**src/design/fps_cfg.svh**
```systemverilog
// constants for the flash protect/status/erase controller
// Notes on behaviour
// - Host starts erase with 20H then D0H, both inside the block.
// - Host may run erases back to back and check status per erase.
// - Host writes FFH to return the device to array-read mode.
// - Error check order: supply, protect, sequence, then erase error.
// - Host clears the status register before any retry after an error.
// - Chip select from address decode (the controller drives it low for every cycle, whatever the address); output enable only on reads.
// - Reset/power-down pin follows the system power-good signal (the controller also holds it low while FPS_CTRL_POWER_EN is clear).
`ifndef FPS_CFG_SVH
`define FPS_CFG_SVH

`define FPS_CMD_ERASE_SETUP 8'h20
`define FPS_CMD_ERASE_CONFIRM 8'hD0
`define FPS_CMD_READ_ARRAY 8'hFF
`define FPS_CMD_CLEAR_STATUS 8'h50

`define FPS_SR_READY 7
`define FPS_SR_ERASE_SUSP 6
`define FPS_SR_ERASE_ERR 5
`define FPS_SR_WRITE_ERR 4
`define FPS_SR_SUPPLY_ERR 3
`define FPS_SR_WRITE_SUSP 2
`define FPS_SR_PROTECT_ERR 1
`define FPS_SR_MASK 8'hFE

`define FPS_REG_CTRL 2'h0
`define FPS_REG_ADDR 2'h1
`define FPS_REG_STATUS 2'h2
`define FPS_CTRL_POWER_EN 4
`define FPS_CTRL_RESET 32'h0000_0010
`define FPS_ADDR_W 20

`define FPS_CLK_NS 4
`define FPS_STROBE_NS 60
`define FPS_ACCESS_NS 90
`define FPS_RECOVER_NS 20
`define FPS_STROBE_CNT ((`FPS_STROBE_NS + `FPS_CLK_NS - 1) / `FPS_CLK_NS)
`define FPS_ACCESS_CNT ((`FPS_ACCESS_NS + `FPS_CLK_NS - 1) / `FPS_CLK_NS)
`define FPS_RECOVER_CNT ((`FPS_RECOVER_NS + `FPS_CLK_NS - 1) / `FPS_CLK_NS)
`define FPS_SYNC_LAG 3

`endif

```
**src/design/fps_pkg.sv**
```systemverilog
// types of the flash protect/status/erase controller
package fps_pkg;
  typedef enum logic [1:0] {
    OP_NONE,
    OP_ERASE,
    OP_CLEAR,
    OP_ARRAY
  } fps_op_e;

  typedef enum logic [2:0] {
    RES_OK,
    RES_SUPPLY,
    RES_PROTECT,
    RES_SEQUENCE,
    RES_ERASE
  } fps_result_e;

  typedef enum {
    S_IDLE,
    S_CLEAR,
    S_SETUP,
    S_CONFIRM,
    S_POLL,
    S_ARRAY
  } fps_state_e;

  typedef enum {
    E_IDLE,
    E_SETUP,
    E_STROBE,
    E_HOLD
  } fps_eng_e;
endpackage : fps_pkg

```
**src/design/fps_cyc_if.sv**
```systemverilog
// one flash bus cycle request between sequencer and cycle engine
`timescale 1ns/1ps
interface fps_cyc_if;
  logic req;
  logic we;
  logic [19:0] addr;
  logic [7:0] wdata;
  logic done;
  logic [7:0] rdata;
  modport ctl (output req, output we, output addr, output wdata,
               input done, input rdata);
  modport eng (input req, input we, input addr, input wdata,
               output done, output rdata);
endinterface : fps_cyc_if

```
**src/design/fps_ctrl.sv**
```systemverilog
// block erase sequencer and avalon register front for the boot flash
//
// Decided for this implementation: register access over Avalon-MM and the register offsets.
`timescale 1ns/1ps
`include "fps_cfg.svh"
module fps_ctrl (
  input wire logic clk_sys,
  input wire logic reset,
  input wire logic [1:0] avs_address,
  input wire logic avs_read,
  input wire logic avs_write,
  input wire logic [31:0] avs_writedata,
  output logic [31:0] avs_readdata,
  output logic avs_waitrequest,
  input wire logic system_power_ok,
  input wire logic ready_busy_out,
  output logic reset_powerdown_n,
  output logic flash_ce_n,
  output logic flash_oe_n,
  output logic flash_we_n,
  output logic [19:0] flash_addr,
  output logic [7:0] flash_dq_o,
  output logic flash_dq_oe,
  input wire logic [7:0] flash_dq_i
);
  fps_cyc_if cyc ();

  fps_pkg::fps_state_e state_q, state_d;
  fps_pkg::fps_result_e result_q;
  logic [31:0] ctrl_q;
  logic [19:0] blk_addr_q;
  logic [7:0] sr_q;
  logic err_q;
  logic retry_q;
  logic req_q;
  logic we_q;
  logic [7:0] wdata_q;
  logic wait_q;
  logic [31:0] rdata_q;
  logic pwr_s1_q, pwr_s2_q, pwr_s3_q, pwr_q;
  logic rb_s1_q, rb_s2_q, rb_s3_q, rb_q;

  // avalon: one wait state, then the access completes
  wire bus_req = avs_read || avs_write;
  wire do_wr = avs_write && !wait_q;
  wire ctrl_wr = do_wr && (avs_address == `FPS_REG_CTRL);
  wire addr_wr = do_wr && (avs_address == `FPS_REG_ADDR);
  wire [1:0] op = avs_writedata[1:0];
  wire is_idle = (state_q == fps_pkg::S_IDLE);
  wire start_erase = ctrl_wr && is_idle && (op == 2'(fps_pkg::OP_ERASE));
  wire start_clear = ctrl_wr && is_idle && (op == 2'(fps_pkg::OP_CLEAR));
  wire start_array = ctrl_wr && is_idle && (op == 2'(fps_pkg::OP_ARRAY));
  wire cyc_done = cyc.done;
  wire [7:0] sr_rd = cyc.rdata & `FPS_SR_MASK;
  wire poll_ready = (state_q == fps_pkg::S_POLL) && cyc_done
                    && sr_rd[`FPS_SR_READY];
  wire power_up = pwr_q && ctrl_q[`FPS_CTRL_POWER_EN];

  function automatic fps_pkg::fps_result_e check(input logic [7:0] sr);
    // error bit check (write error counts only with erase error), first match wins
    if (sr[`FPS_SR_SUPPLY_ERR]) begin
      check = fps_pkg::RES_SUPPLY;
    end else if (sr[`FPS_SR_PROTECT_ERR]) begin
      check = fps_pkg::RES_PROTECT;
    end else if (sr[`FPS_SR_ERASE_ERR] && sr[`FPS_SR_WRITE_ERR]) begin
      check = fps_pkg::RES_SEQUENCE;
    end else if (sr[`FPS_SR_ERASE_ERR]) begin
      check = fps_pkg::RES_ERASE;
    end else begin
      check = fps_pkg::RES_OK;
    end
  endfunction : check

  wire fps_pkg::fps_result_e poll_result = check(sr_rd);
  wire [7:0] cmd_byte = (state_d == fps_pkg::S_CLEAR) ? `FPS_CMD_CLEAR_STATUS
    : (state_d == fps_pkg::S_SETUP) ? `FPS_CMD_ERASE_SETUP
    : (state_d == fps_pkg::S_CONFIRM) ? `FPS_CMD_ERASE_CONFIRM
    : `FPS_CMD_READ_ARRAY;
  wire [31:0] status_word = {17'h0_0000, err_q, rb_q, !is_idle,
                             1'b0, 3'(result_q), sr_q};
  wire [31:0] rd_mux = (avs_address == `FPS_REG_CTRL) ? ctrl_q
    : (avs_address == `FPS_REG_ADDR) ? {12'h000, blk_addr_q}
    : (avs_address == `FPS_REG_STATUS) ? status_word : 32'h0000_0000;

  assign cyc.req = req_q;
  assign cyc.we = we_q;
  assign cyc.addr = blk_addr_q;
  assign cyc.wdata = wdata_q;

  always_comb begin
    state_d = state_q;
    case (state_q)
      fps_pkg::S_IDLE: begin
        if (start_erase && err_q) begin
          state_d = fps_pkg::S_CLEAR;
        end else if (start_erase) begin
          state_d = fps_pkg::S_SETUP;
        end else if (start_clear) begin
          state_d = fps_pkg::S_CLEAR;
        end else if (start_array) begin
          state_d = fps_pkg::S_ARRAY;
        end
      end
      fps_pkg::S_CLEAR: begin
        if (cyc_done) begin
          state_d = retry_q ? fps_pkg::S_SETUP : fps_pkg::S_IDLE;
        end
      end
      fps_pkg::S_SETUP: begin
        if (cyc_done) begin
          state_d = fps_pkg::S_CONFIRM;
        end
      end
      fps_pkg::S_CONFIRM: begin
        if (cyc_done) begin
          state_d = fps_pkg::S_POLL;
        end
      end
      fps_pkg::S_POLL: begin
        // the device answers reads with status until the next command
        if (poll_ready) begin
          state_d = fps_pkg::S_IDLE;
        end
      end
      fps_pkg::S_ARRAY: begin
        if (cyc_done) begin
          state_d = fps_pkg::S_IDLE;
        end
      end
      default: begin
        state_d = fps_pkg::S_IDLE;
      end
    endcase
  end

  // pin inputs: change counts once the second and third stages agree
  always_ff @(posedge clk_sys) begin
    pwr_s1_q <= system_power_ok;
    pwr_s2_q <= pwr_s1_q;
    pwr_s3_q <= pwr_s2_q;
    rb_s1_q <= ready_busy_out;
    rb_s2_q <= rb_s1_q;
    rb_s3_q <= rb_s2_q;
  end

  always_ff @(posedge clk_sys) begin
    if (reset) begin
      pwr_q <= 1'b0;
      rb_q <= 1'b0;
      reset_powerdown_n <= 1'b0;
    end else begin
      if (pwr_s2_q == pwr_s3_q) begin
        pwr_q <= pwr_s3_q;
      end
      if (rb_s2_q == rb_s3_q) begin
        rb_q <= rb_s3_q;
      end
      reset_powerdown_n <= power_up;
    end
  end

  always_ff @(posedge clk_sys) begin
    if (reset) begin
      wait_q <= 1'b1;
      rdata_q <= 32'h0000_0000;
      ctrl_q <= `FPS_CTRL_RESET;
      blk_addr_q <= 20'h0_0000;
    end else begin
      wait_q <= !(bus_req && wait_q);
      if (bus_req && wait_q) begin
        rdata_q <= rd_mux;
      end
      if (ctrl_wr) begin
        ctrl_q <= {27'h000_0000, avs_writedata[`FPS_CTRL_POWER_EN], 4'h0};
      end
      if (addr_wr && is_idle) begin
        blk_addr_q <= avs_writedata[19:0];
      end
    end
  end

  always_ff @(posedge clk_sys) begin
    if (reset) begin
      state_q <= fps_pkg::S_IDLE;
      req_q <= 1'b0;
      we_q <= 1'b0;
      wdata_q <= 8'h00;
      retry_q <= 1'b0;
    end else begin
      state_q <= state_d;
      req_q <= (state_d != fps_pkg::S_IDLE);
      we_q <= (state_d != fps_pkg::S_POLL);
      wdata_q <= cmd_byte;
      if (is_idle) begin
        retry_q <= start_erase;
      end
    end
  end

  always_ff @(posedge clk_sys) begin
    if (reset) begin
      sr_q <= 8'h00;
      result_q <= fps_pkg::RES_OK;
      err_q <= 1'b0;
    end else if (state_q == fps_pkg::S_CLEAR && cyc_done) begin
      sr_q <= 8'h00;
      result_q <= fps_pkg::RES_OK;
      err_q <= 1'b0;
    end else if (state_q == fps_pkg::S_POLL && cyc_done) begin
      sr_q <= sr_rd;
      if (poll_ready) begin
        result_q <= poll_result;
        err_q <= (poll_result != fps_pkg::RES_OK);
      end
    end
  end

  assign avs_readdata = rdata_q;
  assign avs_waitrequest = wait_q;

  fps_cycle u_cycle (
    .clk_sys(clk_sys),
    .reset(reset),
    .cyc(cyc.eng),
    .flash_ce_n(flash_ce_n),
    .flash_oe_n(flash_oe_n),
    .flash_we_n(flash_we_n),
    .flash_addr(flash_addr),
    .flash_dq_o(flash_dq_o),
    .flash_dq_oe(flash_dq_oe),
    .flash_dq_i(flash_dq_i)
  );

  AST_CONFIRM_FOLLOWS_SETUP: assert property (@(posedge clk_sys)
    disable iff (reset) state_q == fps_pkg::S_SETUP && cyc_done |=>
    state_q == fps_pkg::S_CONFIRM && wdata_q == `FPS_CMD_ERASE_CONFIRM)
    else $error("confirm did not follow erase setup");
  AST_SERIES_STARTS: assert property (@(posedge clk_sys)
    disable iff (reset) start_erase && !err_q |=>
    state_q == fps_pkg::S_SETUP && wdata_q == `FPS_CMD_ERASE_SETUP)
    else $error("clean erase did not start with setup");
  AST_ARRAY_CMD: assert property (@(posedge clk_sys)
    disable iff (reset) start_array |=> req_q && we_q
    && wdata_q == `FPS_CMD_READ_ARRAY)
    else $error("read array command not issued");
  AST_SUPPLY_FIRST: assert property (@(posedge clk_sys)
    disable iff (reset) poll_ready && sr_rd[`FPS_SR_SUPPLY_ERR] |=>
    result_q == fps_pkg::RES_SUPPLY && err_q)
    else $error("supply error not reported first");
  AST_SEQUENCE_BEFORE_ERASE: assert property (@(posedge clk_sys)
    disable iff (reset) poll_ready && sr_rd[5:3] == 3'h6
    && !sr_rd[`FPS_SR_PROTECT_ERR] |=> result_q == fps_pkg::RES_SEQUENCE)
    else $error("sequence error not recognised");
  AST_CLEAR_BEFORE_RETRY: assert property (@(posedge clk_sys)
    disable iff (reset) start_erase && err_q |=>
    state_q == fps_pkg::S_CLEAR ##1 wdata_q == `FPS_CMD_CLEAR_STATUS)
    else $error("retry without clearing status");
  AST_POWER_DOWN_FOLLOWS: assert property (@(posedge clk_sys)
    disable iff (reset) !pwr_s2_q && !pwr_s3_q |-> ##[1:2] !reset_powerdown_n)
    else $error("reset/power-down not lowered on power loss");
  AST_RESERVED_MASKED: assert property (@(posedge clk_sys)
    disable iff (reset) poll_ready && cyc.rdata[7:1] == 7'h40 |=>
    result_q == fps_pkg::RES_OK && sr_q[0] == 1'b0)
    else $error("reserved status bit leaked into result");

  COV_ERASE_OK: cover property (@(posedge clk_sys) disable iff (reset)
    poll_ready && poll_result == fps_pkg::RES_OK);
  COV_ERASE_PROTECT: cover property (@(posedge clk_sys) disable iff (reset)
    poll_ready && poll_result == fps_pkg::RES_PROTECT);
  COV_RETRY_CLEAR: cover property (@(posedge clk_sys) disable iff (reset)
    state_q == fps_pkg::S_CLEAR && cyc_done && retry_q);
endmodule : fps_ctrl

```
**src/design/fps_cycle.sv**
```systemverilog
// single read or write cycle on the flash parallel pins
`timescale 1ns/1ps
`include "fps_cfg.svh"
module fps_cycle (
  input wire logic clk_sys,
  input wire logic reset,
  fps_cyc_if.eng cyc,
  output logic flash_ce_n,
  output logic flash_oe_n,
  output logic flash_we_n,
  output logic [19:0] flash_addr,
  output logic [7:0] flash_dq_o,
  output logic flash_dq_oe,
  input wire logic [7:0] flash_dq_i
);
  fps_pkg::fps_eng_e st_q;
  logic [5:0] cnt_q;
  logic [7:0] dq_s1_q, dq_s2_q, dq_s3_q;
  logic done_q;
  logic [7:0] rdata_q;

  // write strobe needs only its width; a read also waits out the sync lag
  wire [5:0] strobe_len = cyc.we ? 6'(`FPS_STROBE_CNT)
                                 : 6'(`FPS_ACCESS_CNT + `FPS_SYNC_LAG);
  wire dq_stable = (dq_s2_q == dq_s3_q);
  wire strobe_end = (st_q == fps_pkg::E_STROBE) && (cnt_q == 6'h0)
                    && (cyc.we || dq_stable);

  assign cyc.done = done_q;
  assign cyc.rdata = rdata_q;

  always_ff @(posedge clk_sys) begin
    dq_s1_q <= flash_dq_i;
    dq_s2_q <= dq_s1_q;
    dq_s3_q <= dq_s2_q;
  end

  always_ff @(posedge clk_sys) begin
    if (reset) begin
      st_q <= fps_pkg::E_IDLE;
      cnt_q <= 6'h0;
      done_q <= 1'b0;
      rdata_q <= 8'h00;
      flash_ce_n <= 1'b1;
      flash_oe_n <= 1'b1;
      flash_we_n <= 1'b1;
      flash_addr <= 20'h0_0000;
      flash_dq_o <= 8'h00;
      flash_dq_oe <= 1'b0;
    end else begin
      done_q <= 1'b0;
      if (cnt_q != 6'h0) begin
        cnt_q <= cnt_q - 6'h1;
      end
      case (st_q)
        fps_pkg::E_IDLE: begin
          if (cyc.req && !done_q) begin
            flash_ce_n <= 1'b0;
            flash_addr <= cyc.addr;
            flash_dq_o <= cyc.wdata;
            flash_dq_oe <= cyc.we;
            st_q <= fps_pkg::E_SETUP;
          end
        end
        fps_pkg::E_SETUP: begin
          flash_we_n <= !cyc.we;
          flash_oe_n <= cyc.we;
          cnt_q <= strobe_len;
          st_q <= fps_pkg::E_STROBE;
        end
        fps_pkg::E_STROBE: begin
          if (strobe_end) begin
            flash_we_n <= 1'b1;
            flash_oe_n <= 1'b1;
            rdata_q <= dq_s3_q;
            cnt_q <= 6'(`FPS_RECOVER_CNT);
            st_q <= fps_pkg::E_HOLD;
          end
        end
        fps_pkg::E_HOLD: begin
          if (cnt_q == 6'h0) begin
            flash_ce_n <= 1'b1;
            flash_dq_oe <= 1'b0;
            done_q <= 1'b1;
            st_q <= fps_pkg::E_IDLE;
          end
        end
        default: begin
          st_q <= fps_pkg::E_IDLE;
        end
      endcase
    end
  end

  AST_NO_READ_WRITE_CLASH: assert property (@(posedge clk_sys)
    disable iff (reset) !(!flash_oe_n && !flash_we_n))
    else $error("output enable and write enable low together");
  AST_OE_ONLY_SELECTED: assert property (@(posedge clk_sys)
    disable iff (reset) !flash_oe_n |-> !flash_ce_n && !flash_dq_oe)
    else $error("output enable asserted without chip select");
  AST_DATA_HELD_OVER_WE: assert property (@(posedge clk_sys)
    disable iff (reset) $rose(flash_we_n) |-> flash_dq_oe ##1 !flash_ce_n)
    else $error("write data released with the strobe");
endmodule : fps_cycle

```
**config.mk**
```make
export PLATFORM = sky130hd
export DESIGN_NAME = fps_ctrl
export DESIGN_NICKNAME = d
export VERILOG_FILES = /design/src/design/fps_pkg.sv /design/src/design/fps_cyc_if.sv /design/src/design/fps_ctrl.sv /design/src/design/fps_cycle.sv
export VERILOG_INCLUDE_DIRS = /design/src /design/src/design
export SDC_FILE = /design/constraint.sdc
export NUM_CORES = 1
export LEC_CHECK = 0
export BUFFER_PORTS_ARGS = -buffer_cell sky130_fd_sc_hd__buf_2
export CORE_MARGIN = 10
export CORE_UTILIZATION = 54
export DETAILED_ROUTE_END_ITERATION = 8
export PLACE_DENSITY_LB_ADDON = 0.2
export SYNTH_ARGS = -nofsm -noshare
export SYNTH_HDL_FRONTEND = slang
export SYNTH_SLANG_ARGS = --single-unit
```
**constraint.sdc**
```tcl
create_clock -name clk_sys -period 2.1 [get_ports clk_sys]
set_input_delay 0 -clock clk_sys [delete_from_list [all_inputs] [get_ports clk_sys]]
set_output_delay 0 -clock clk_sys [all_outputs]
set_load 0.01 [all_outputs]
```
After elaboration in Yosys (flattened, before gate mapping). Index checks and enable logic that the tools add are counted.

Add/sub/neg operators: 1. Equal/unequal tests: 26. Multiplexer cells: 39. Bitwise operators: 1. Reduce and logical (&&, ||, !) cells: 45.

Operators with widths (number): $mux 32 (12); $eq 32x2->1 const B (6); $pmux 32 s6 (1); $eq 32x3->1 const B (5); $pmux 32 s4 (1); $logic_not 32->1 (3); $eq 32x1->1 const B (2); $mux 20 (2); $eq 32x4->1 const B (1); $ne 32x4->1 const B (1); $reduce_bool 32->1 (1); $logic_and 1x1->1 (18); $mux 6 (3); $mux 15 (1); $mux 7 (2); $mux 3 (4); $pmux 6 s2 (1); $eq 8x8->1 (1); $pmux 1 s2 (4); $reduce_and 2->1 (4); $eq 2x2->1 const B (3); $logic_not 6->1 (1); $mux 1 (6); $ne 2x1->1 const B (3); other kinds (15) (26).

Flip-flop bits (word level): 220. Input bits: 48. Output and inout bits: 66. Logic and storage cells: 148.

Logic depth before layout (Yosys ltp).
Depth after elaboration: 14. Mapped depth: 8. Gate-level depth less buffers: 7.

By module. A second synthesis with hierarchy kept.

Cells, all modules: 612. Area total of the unflattened synthesis: 6095.8 sq um.

Modules (own cells, without submodules): fps_ctrl (times used 1, cells each 334, area each 3530.9 sq um, seq. area each 2021.9 sq um); fps_cycle (times used 1, cells each 278, area each 2565.0 sq um, seq. area each 1461.4 sq um).

Worst setup path after synthesis. OpenSTA, ideal clock, no wires.

Path type: flip-flop to flip-flop. From: reg u_cycle.cnt_q[0]. To: reg u_cycle.st_q[0]. Setup time: 0.087 ns. Arrival: 1.831 ns. Data required time: 2.013 ns. Path slack: 0.182 ns. Cell stages (with the launch flop): 8. Path buffers: 0. Period minus slack after synthesis: 1.918 ns. Path through: dfxtp_1 -> inv_1 -> ha_1 -> or4b_4 -> o21ai_0 -> nand3_1 -> or4_1 -> o31ai_1.

Longest elaborated chain between the ends: 5. Elaborated cells between the ends (all ways): 6. Classes of those cells: eq/ne (2); reduce/logical (4).

Ends and longest elaborated chain: from (decl) (line fps_cycle.sv:17) `logic [5:0] cnt_q;`; from (signal assigned) (line fps_cycle.sv:53) `cnt_q <= cnt_q - 6'h1;`; from (signal assigned) (line fps_cycle.sv:68) `cnt_q <= strobe_len;`; from (signal assigned) (line fps_cycle.sv:76) `` cnt_q <= 6'(`FPS_RECOVER_CNT); ``; $logic_not 6->1 (*) (line fps_cycle.sv:26, fps_cycle.sv:81); $logic_and 1x1->1 (line fps_cycle.sv:26) `wire strobe_end = (st_q == fps_pkg::E_STROBE) && (cnt_q == 6'h0)`; $logic_and 1x1->1 (line fps_cycle.sv:27) `&& (cyc.we || dq_stable);`; $ne 2x1->1 (no source line); $reduce_and 3->1 (no source line) (*); to (signal assigned) (line fps_cycle.sv:40) `st_q <= fps_pkg::E_IDLE;`; to (signal assigned) (line fps_cycle.sv:62) `st_q <= fps_pkg::E_SETUP;`; to (signal assigned) (line fps_cycle.sv:69) `st_q <= fps_pkg::E_STROBE;`; to (decl) (line fps_cycle.sv:16) `fps_pkg::fps_eng_e st_q;`.

Every way passes the cells marked *; elsewhere a longest branch is shown, timed or not. A chain may end at the register's enable or synchronous reset.

Worst setup path in the final report.
From: reg state_q[24]. To: reg blk_addr_q[5].

Longest elaborated chain between the ends: 2.

Ends and longest elaborated chain: from (decl) (line fps_ctrl.sv:28) `fps_pkg::fps_state_e state_q, state_d;`; from (signal assigned) (line fps_ctrl.sv:184) `state_q <= fps_pkg::S_IDLE;`; from (signal assigned) (line fps_ctrl.sv:190) `state_q <= state_d;`; $logic_not 32->1 (line fps_ctrl.sv:49) `wire is_idle = (state_q == fps_pkg::S_IDLE);`; $logic_and 1x1->1 (line fps_ctrl.sv:176) `if (addr_wr && is_idle) begin`; to (signal assigned) (line fps_ctrl.sv:177) `blk_addr_q <= avs_writedata[19:0];`; to (decl) (line fps_ctrl.sv:31) `logic [19:0] blk_addr_q;`.

Every way passes these cells.

==> flow_metrics.env <==
export IMPL_cts_tree="yes"
export IMPL_hpwl_mm=9.17
export IMPL_numCtsBuffers=17
export IMPL_grt_pass1_vias=4656
export IMPL_drt_vias_per_instance=5.19
export IMPL_num_vias=4820
export IMPL_die_x_um=125
export IMPL_routedWlPerCell_um=14.9
export IMPL_m1WireLength_mm=5.95
export IMPL_r2r_setup_slack_ns=0.08
export IMPL_ys_flop_type="dfxtp_1"
export IMPL_antennaDiodeCount=0
export IMPL_reg2reg_to="blk_addr_q[5]$_SDFFE_PP0P_"
export IMPL_hold_depth=5
export IMPL_startpoint_type="flop"
export IMPL_root_buffer="clkbuf_8"
export IMPL_worst_pin_slew_ns=0.770
export IMPL_skew_ns=0.00627
export IMPL_dr_wl_met3_um=996
export IMPL_gp_congestion=0.853
export IMPL_route_met2_wl_mm=6.60
export IMPL_std_cell_rows=38
export IMPL_rr_startpoint="state_q[24]$_SDFF_PP0_"
export IMPL_ys_types=49
export IMPL_clock_sinks=169
export IMPL_holdWs_ns=0.0656
export IMPL_ir_drop_v=0.000686
export IMPL_crit_family="simple AND/OR/NAND/NOR gates"
export IMPL_drt_iter0_drc=364
export IMPL_instances_no_fill=928
export IMPL_maxSlewViolCount=0
export IMPL_hp_class="in -> reg"
export IMPL_reg2regPathDepth=8
export IMPL_crit_path_max_fanout=10
export IMPL_worstSkewPairLatency_ns=0.54
export IMPL_clock_path_buffers=2
export IMPL_fin_crit_sh_pct=96.0
export IMPL_cp_data_required_time_ns=2.49
export IMPL_yosysSeqAreaShare_pct=57.0
export IMPL_critPathBufInv=3
export IMPL_area_delta_synth_final_pct=29.5
export IMPL_crit_path_end_kind="flop"
export IMPL_leakage_nw=3.16
export IMPL_antenna_found_initial=0
export IMPL_synth_edff_count=0
export IMPL_synth_seq_cells=169
export IMPL_crit_path_top_delay_cell="dfxtp_1"
export IMPL_grtUsageTotal_pct=17.2
export IMPL_ys_warn_count=0
export IMPL_wl_mm=13.8
export IMPL_postSynthAreaPerCell_um2=9.61
export IMPL_finalHoldViolations=0
export IMPL_final_util_pct=71.3
export IMPL_power_density_nw_per_um2=987
export IMPL_grt_pass1_wl_mm=22.4
export IMPL_async_reset_ff_share_pct=0
export IMPL_ant_nets=0
export IMPL_path_clk_slew_ns=0.07
export IMPL_core_area_um2=10800
export IMPL_start_util_pct=55.0
export IMPL_path_common_cell="buf_4"
export IMPL_numPortBuffers=89
export IMPL_pin_count=114
export IMPL_die_area_um2=15600
export IMPL_grt_max_degree=77
export IMPL_outcome="completed"
export IMPL_cp_arrival_ns=2.40
export IMPL_holdPathEnd="avs_readdata[0]$_SDFFE_PP0P_"
export IMPL_synth_cells=618
export IMPL_drive_gt1_share_pct=19.5
export IMPL_crit_path_max_incr_delay_ns=0.32
export IMPL_hp_start="avs_write"
export IMPL_relSlewSlack_pct=48.7
export IMPL_cts_htree_levels=4
export IMPL_clock_fmax_mhz=496
export IMPL_drt_pass1_iterations=6
export IMPL_maxCapViolCount=0
export IMPL_p_total_mw=7.60
export IMPL_die_h_um=125
export IMPL_finalNetCount=829
export IMPL_route_detailed_drc=0
export IMPL_cp_cell_sequence="nor4_2 > nand4_1 > buf_4 > nor4_4 > buf_4 > buf_12 > mux2i_1 > nor2_1"
export IMPL_fin_crit_ns=2.02
export IMPL_grt_overflow_total=0
export IMPL_syn_area_um2=5940
export IMPL_dp_cells=858
export IMPL_num_fill_cells=805
export IMPL_top_layer_used="met4"
export IMPL_worstSetupPathType="reg -> reg"
export IMPL_setup_viol=0
==> worst min-delay path, cell delays in order <==
cell     delay (ns)
buf_2          0.13
o21ai_1        0.08
buf_4          0.20
nand2_1        0.09
a21oi_1        0.05
==> repair_timing <==
item	4_1_cts	5_1_grt
hold endpoints to repair	47	0
gates resized for setup	0	6
buffers inserted	0	2
endpoints found under the setup margin	0	33
hold buffers	35	0
==> final cells by class <==
class                      instances  area [µm²]  area share (%)
inverter                          10        37.5           0.488
clock inverter                    15         238            3.09
multi-input combinational        430        2450            31.8
clock buffer                      17         414            5.38
timing repair buffer             147         998            13.0
sequential                       169        3380            44.0
tap                              140         175            2.28
==> cells in the mapped netlist, types with 3 or more instances <==
library cell | instances | area share (%)
nand2_1 | 86 | 5.4
buf_2 | 4 | 0.34
dfxtp_1 | 169 | 57
nor4_1 | 10 | 1.1
nor3_1 | 19 | 1.6
o221ai_1 | 3 | 0.44
ha_1 | 6 | 1.3
o31ai_1 | 3 | 0.38
a21oi_1 | 54 | 4.5
clkbuf_1 | 26 | 1.6
o21ai_0 | 13 | 1.1
a31oi_1 | 3 | 0.32
and3_1 | 5 | 0.53
nor2b_1 | 7 | 0.74
nand3_1 | 14 | 1.2
nor2_1 | 61 | 3.9
inv_1 | 10 | 0.63
xor2_1 | 8 | 1.2
a211oi_1 | 5 | 0.63
nand3b_1 | 5 | 0.63
mux2i_1 | 39 | 6.6
buf_4 | 18 | 2.3
a221oi_1 | 11 | 1.6
nand4_1 | 4 | 0.42
or3_1 | 3 | 0.32
==> through the flow <==
step                worst slack (ns)  setup TNS, ns  area, µm²
finish                        0.0847              0       7700
global route                 -0.0760          -1.07       7700
CTS                           0.0279              0       7630
detailed placement            0.0587              0       6620
global placement               0.108              0       6620
floorplan                      0.182              0       6090
==> how the worst max path moves through the flow <==
stage	cells after the start	startpoint	endpoint	slack, ns
6_report	8	state_q[24]$_SDFF_PP0_	blk_addr_q[5]$_SDFFE_PP0P_	0.08
5_1_grt	8	state_q[24]$_SDFF_PP0_	blk_addr_q[18]$_SDFFE_PP0P_	-0.08
4_1_cts	7	state_q[30]$_SDFF_PP0_	blk_addr_q[5]$_SDFFE_PP0P_	0.03
3_5_place_dp	7	u_cycle.cnt_q[0]$_SDFF_PP0_	u_cycle.st_q[0]$_SDFFE_PP0P_	0.06
3_3_place_gp	7	u_cycle.cnt_q[0]$_SDFF_PP0_	u_cycle.st_q[0]$_SDFFE_PP0P_	0.11
2_1_floorplan	7	u_cycle.cnt_q[0]$_SDFF_PP0_	u_cycle.st_q[0]$_SDFFE_PP0P_	0.18
==> power breakdown <==
group | internal (mW) | switching (mW) | total, mW
sequential | 3.35 | 0.0961 | 3.45
clock | 2.08 | 1.30 | 3.38
combinational | 0.344 | 0.429 | 0.773
total | 5.77 | 1.82 | 7.60
==> flip-flops by register name, indices dropped and copies added, names as in the netlist, 8 cells and up <==
name and count:
blk_addr_q 20, avs_readdata 20, u_cycle.flash_addr 20, state_q 32
u_cycle.dq_s2_q 8, u_cycle.dq_s1_q 8, u_cycle.dq_s3_q 8
==> layer usage <==
metal | up-vias | global-route usage [%]
li1 | 2399 | -
met1 | 2229 | 20.4
met2 | 165 | 27.9
met3 | 27 | 5.87
met4 | 0 | 7.38
met5 | - | 0
==> cells by family (layout without fill, tap and decap cells) <==
kind of cell / Yosys count / count (layout) / synth area share (%)
other cells: 1 / 41 / 0.0631
mux: 39 / 39 / 6.57
xor+xnor: 10 / 10 / 1.47
flops: 169 / 169 / 57.0
fa+ha+maj: 6 / 6 / 1.26
buf+inv: 59 / 189 / 4.95
simple gates: 227 / 227 / 17.6
compound gates: 107 / 107 / 11.1
==> placed cells by master (no fill, tap or decap), drive strengths merged, types with 4 or more instances in the layout <==
master       netlist  layout
a211oi             5       5
a21oi             54      54
a221oi            11      11
and3               5       5
buf               23     111
bufinv             0       5
clkbuf            26      18
conb               1      41
dfxtp            169     169
dlygate4sd3        0      35
ha                 6       6
inv               10      15
mux2i             39      39
nand2             86      86
nand3             14      14
nand3b             5       5
nand4              4       4
nor2              62      62
nor2b              7       7
nor3              20      20
nor4              10      10
o21ai             13      13
o31ai              4       4
xor2               8       8
No activity file was read; power rests on OpenSTA's default activity.
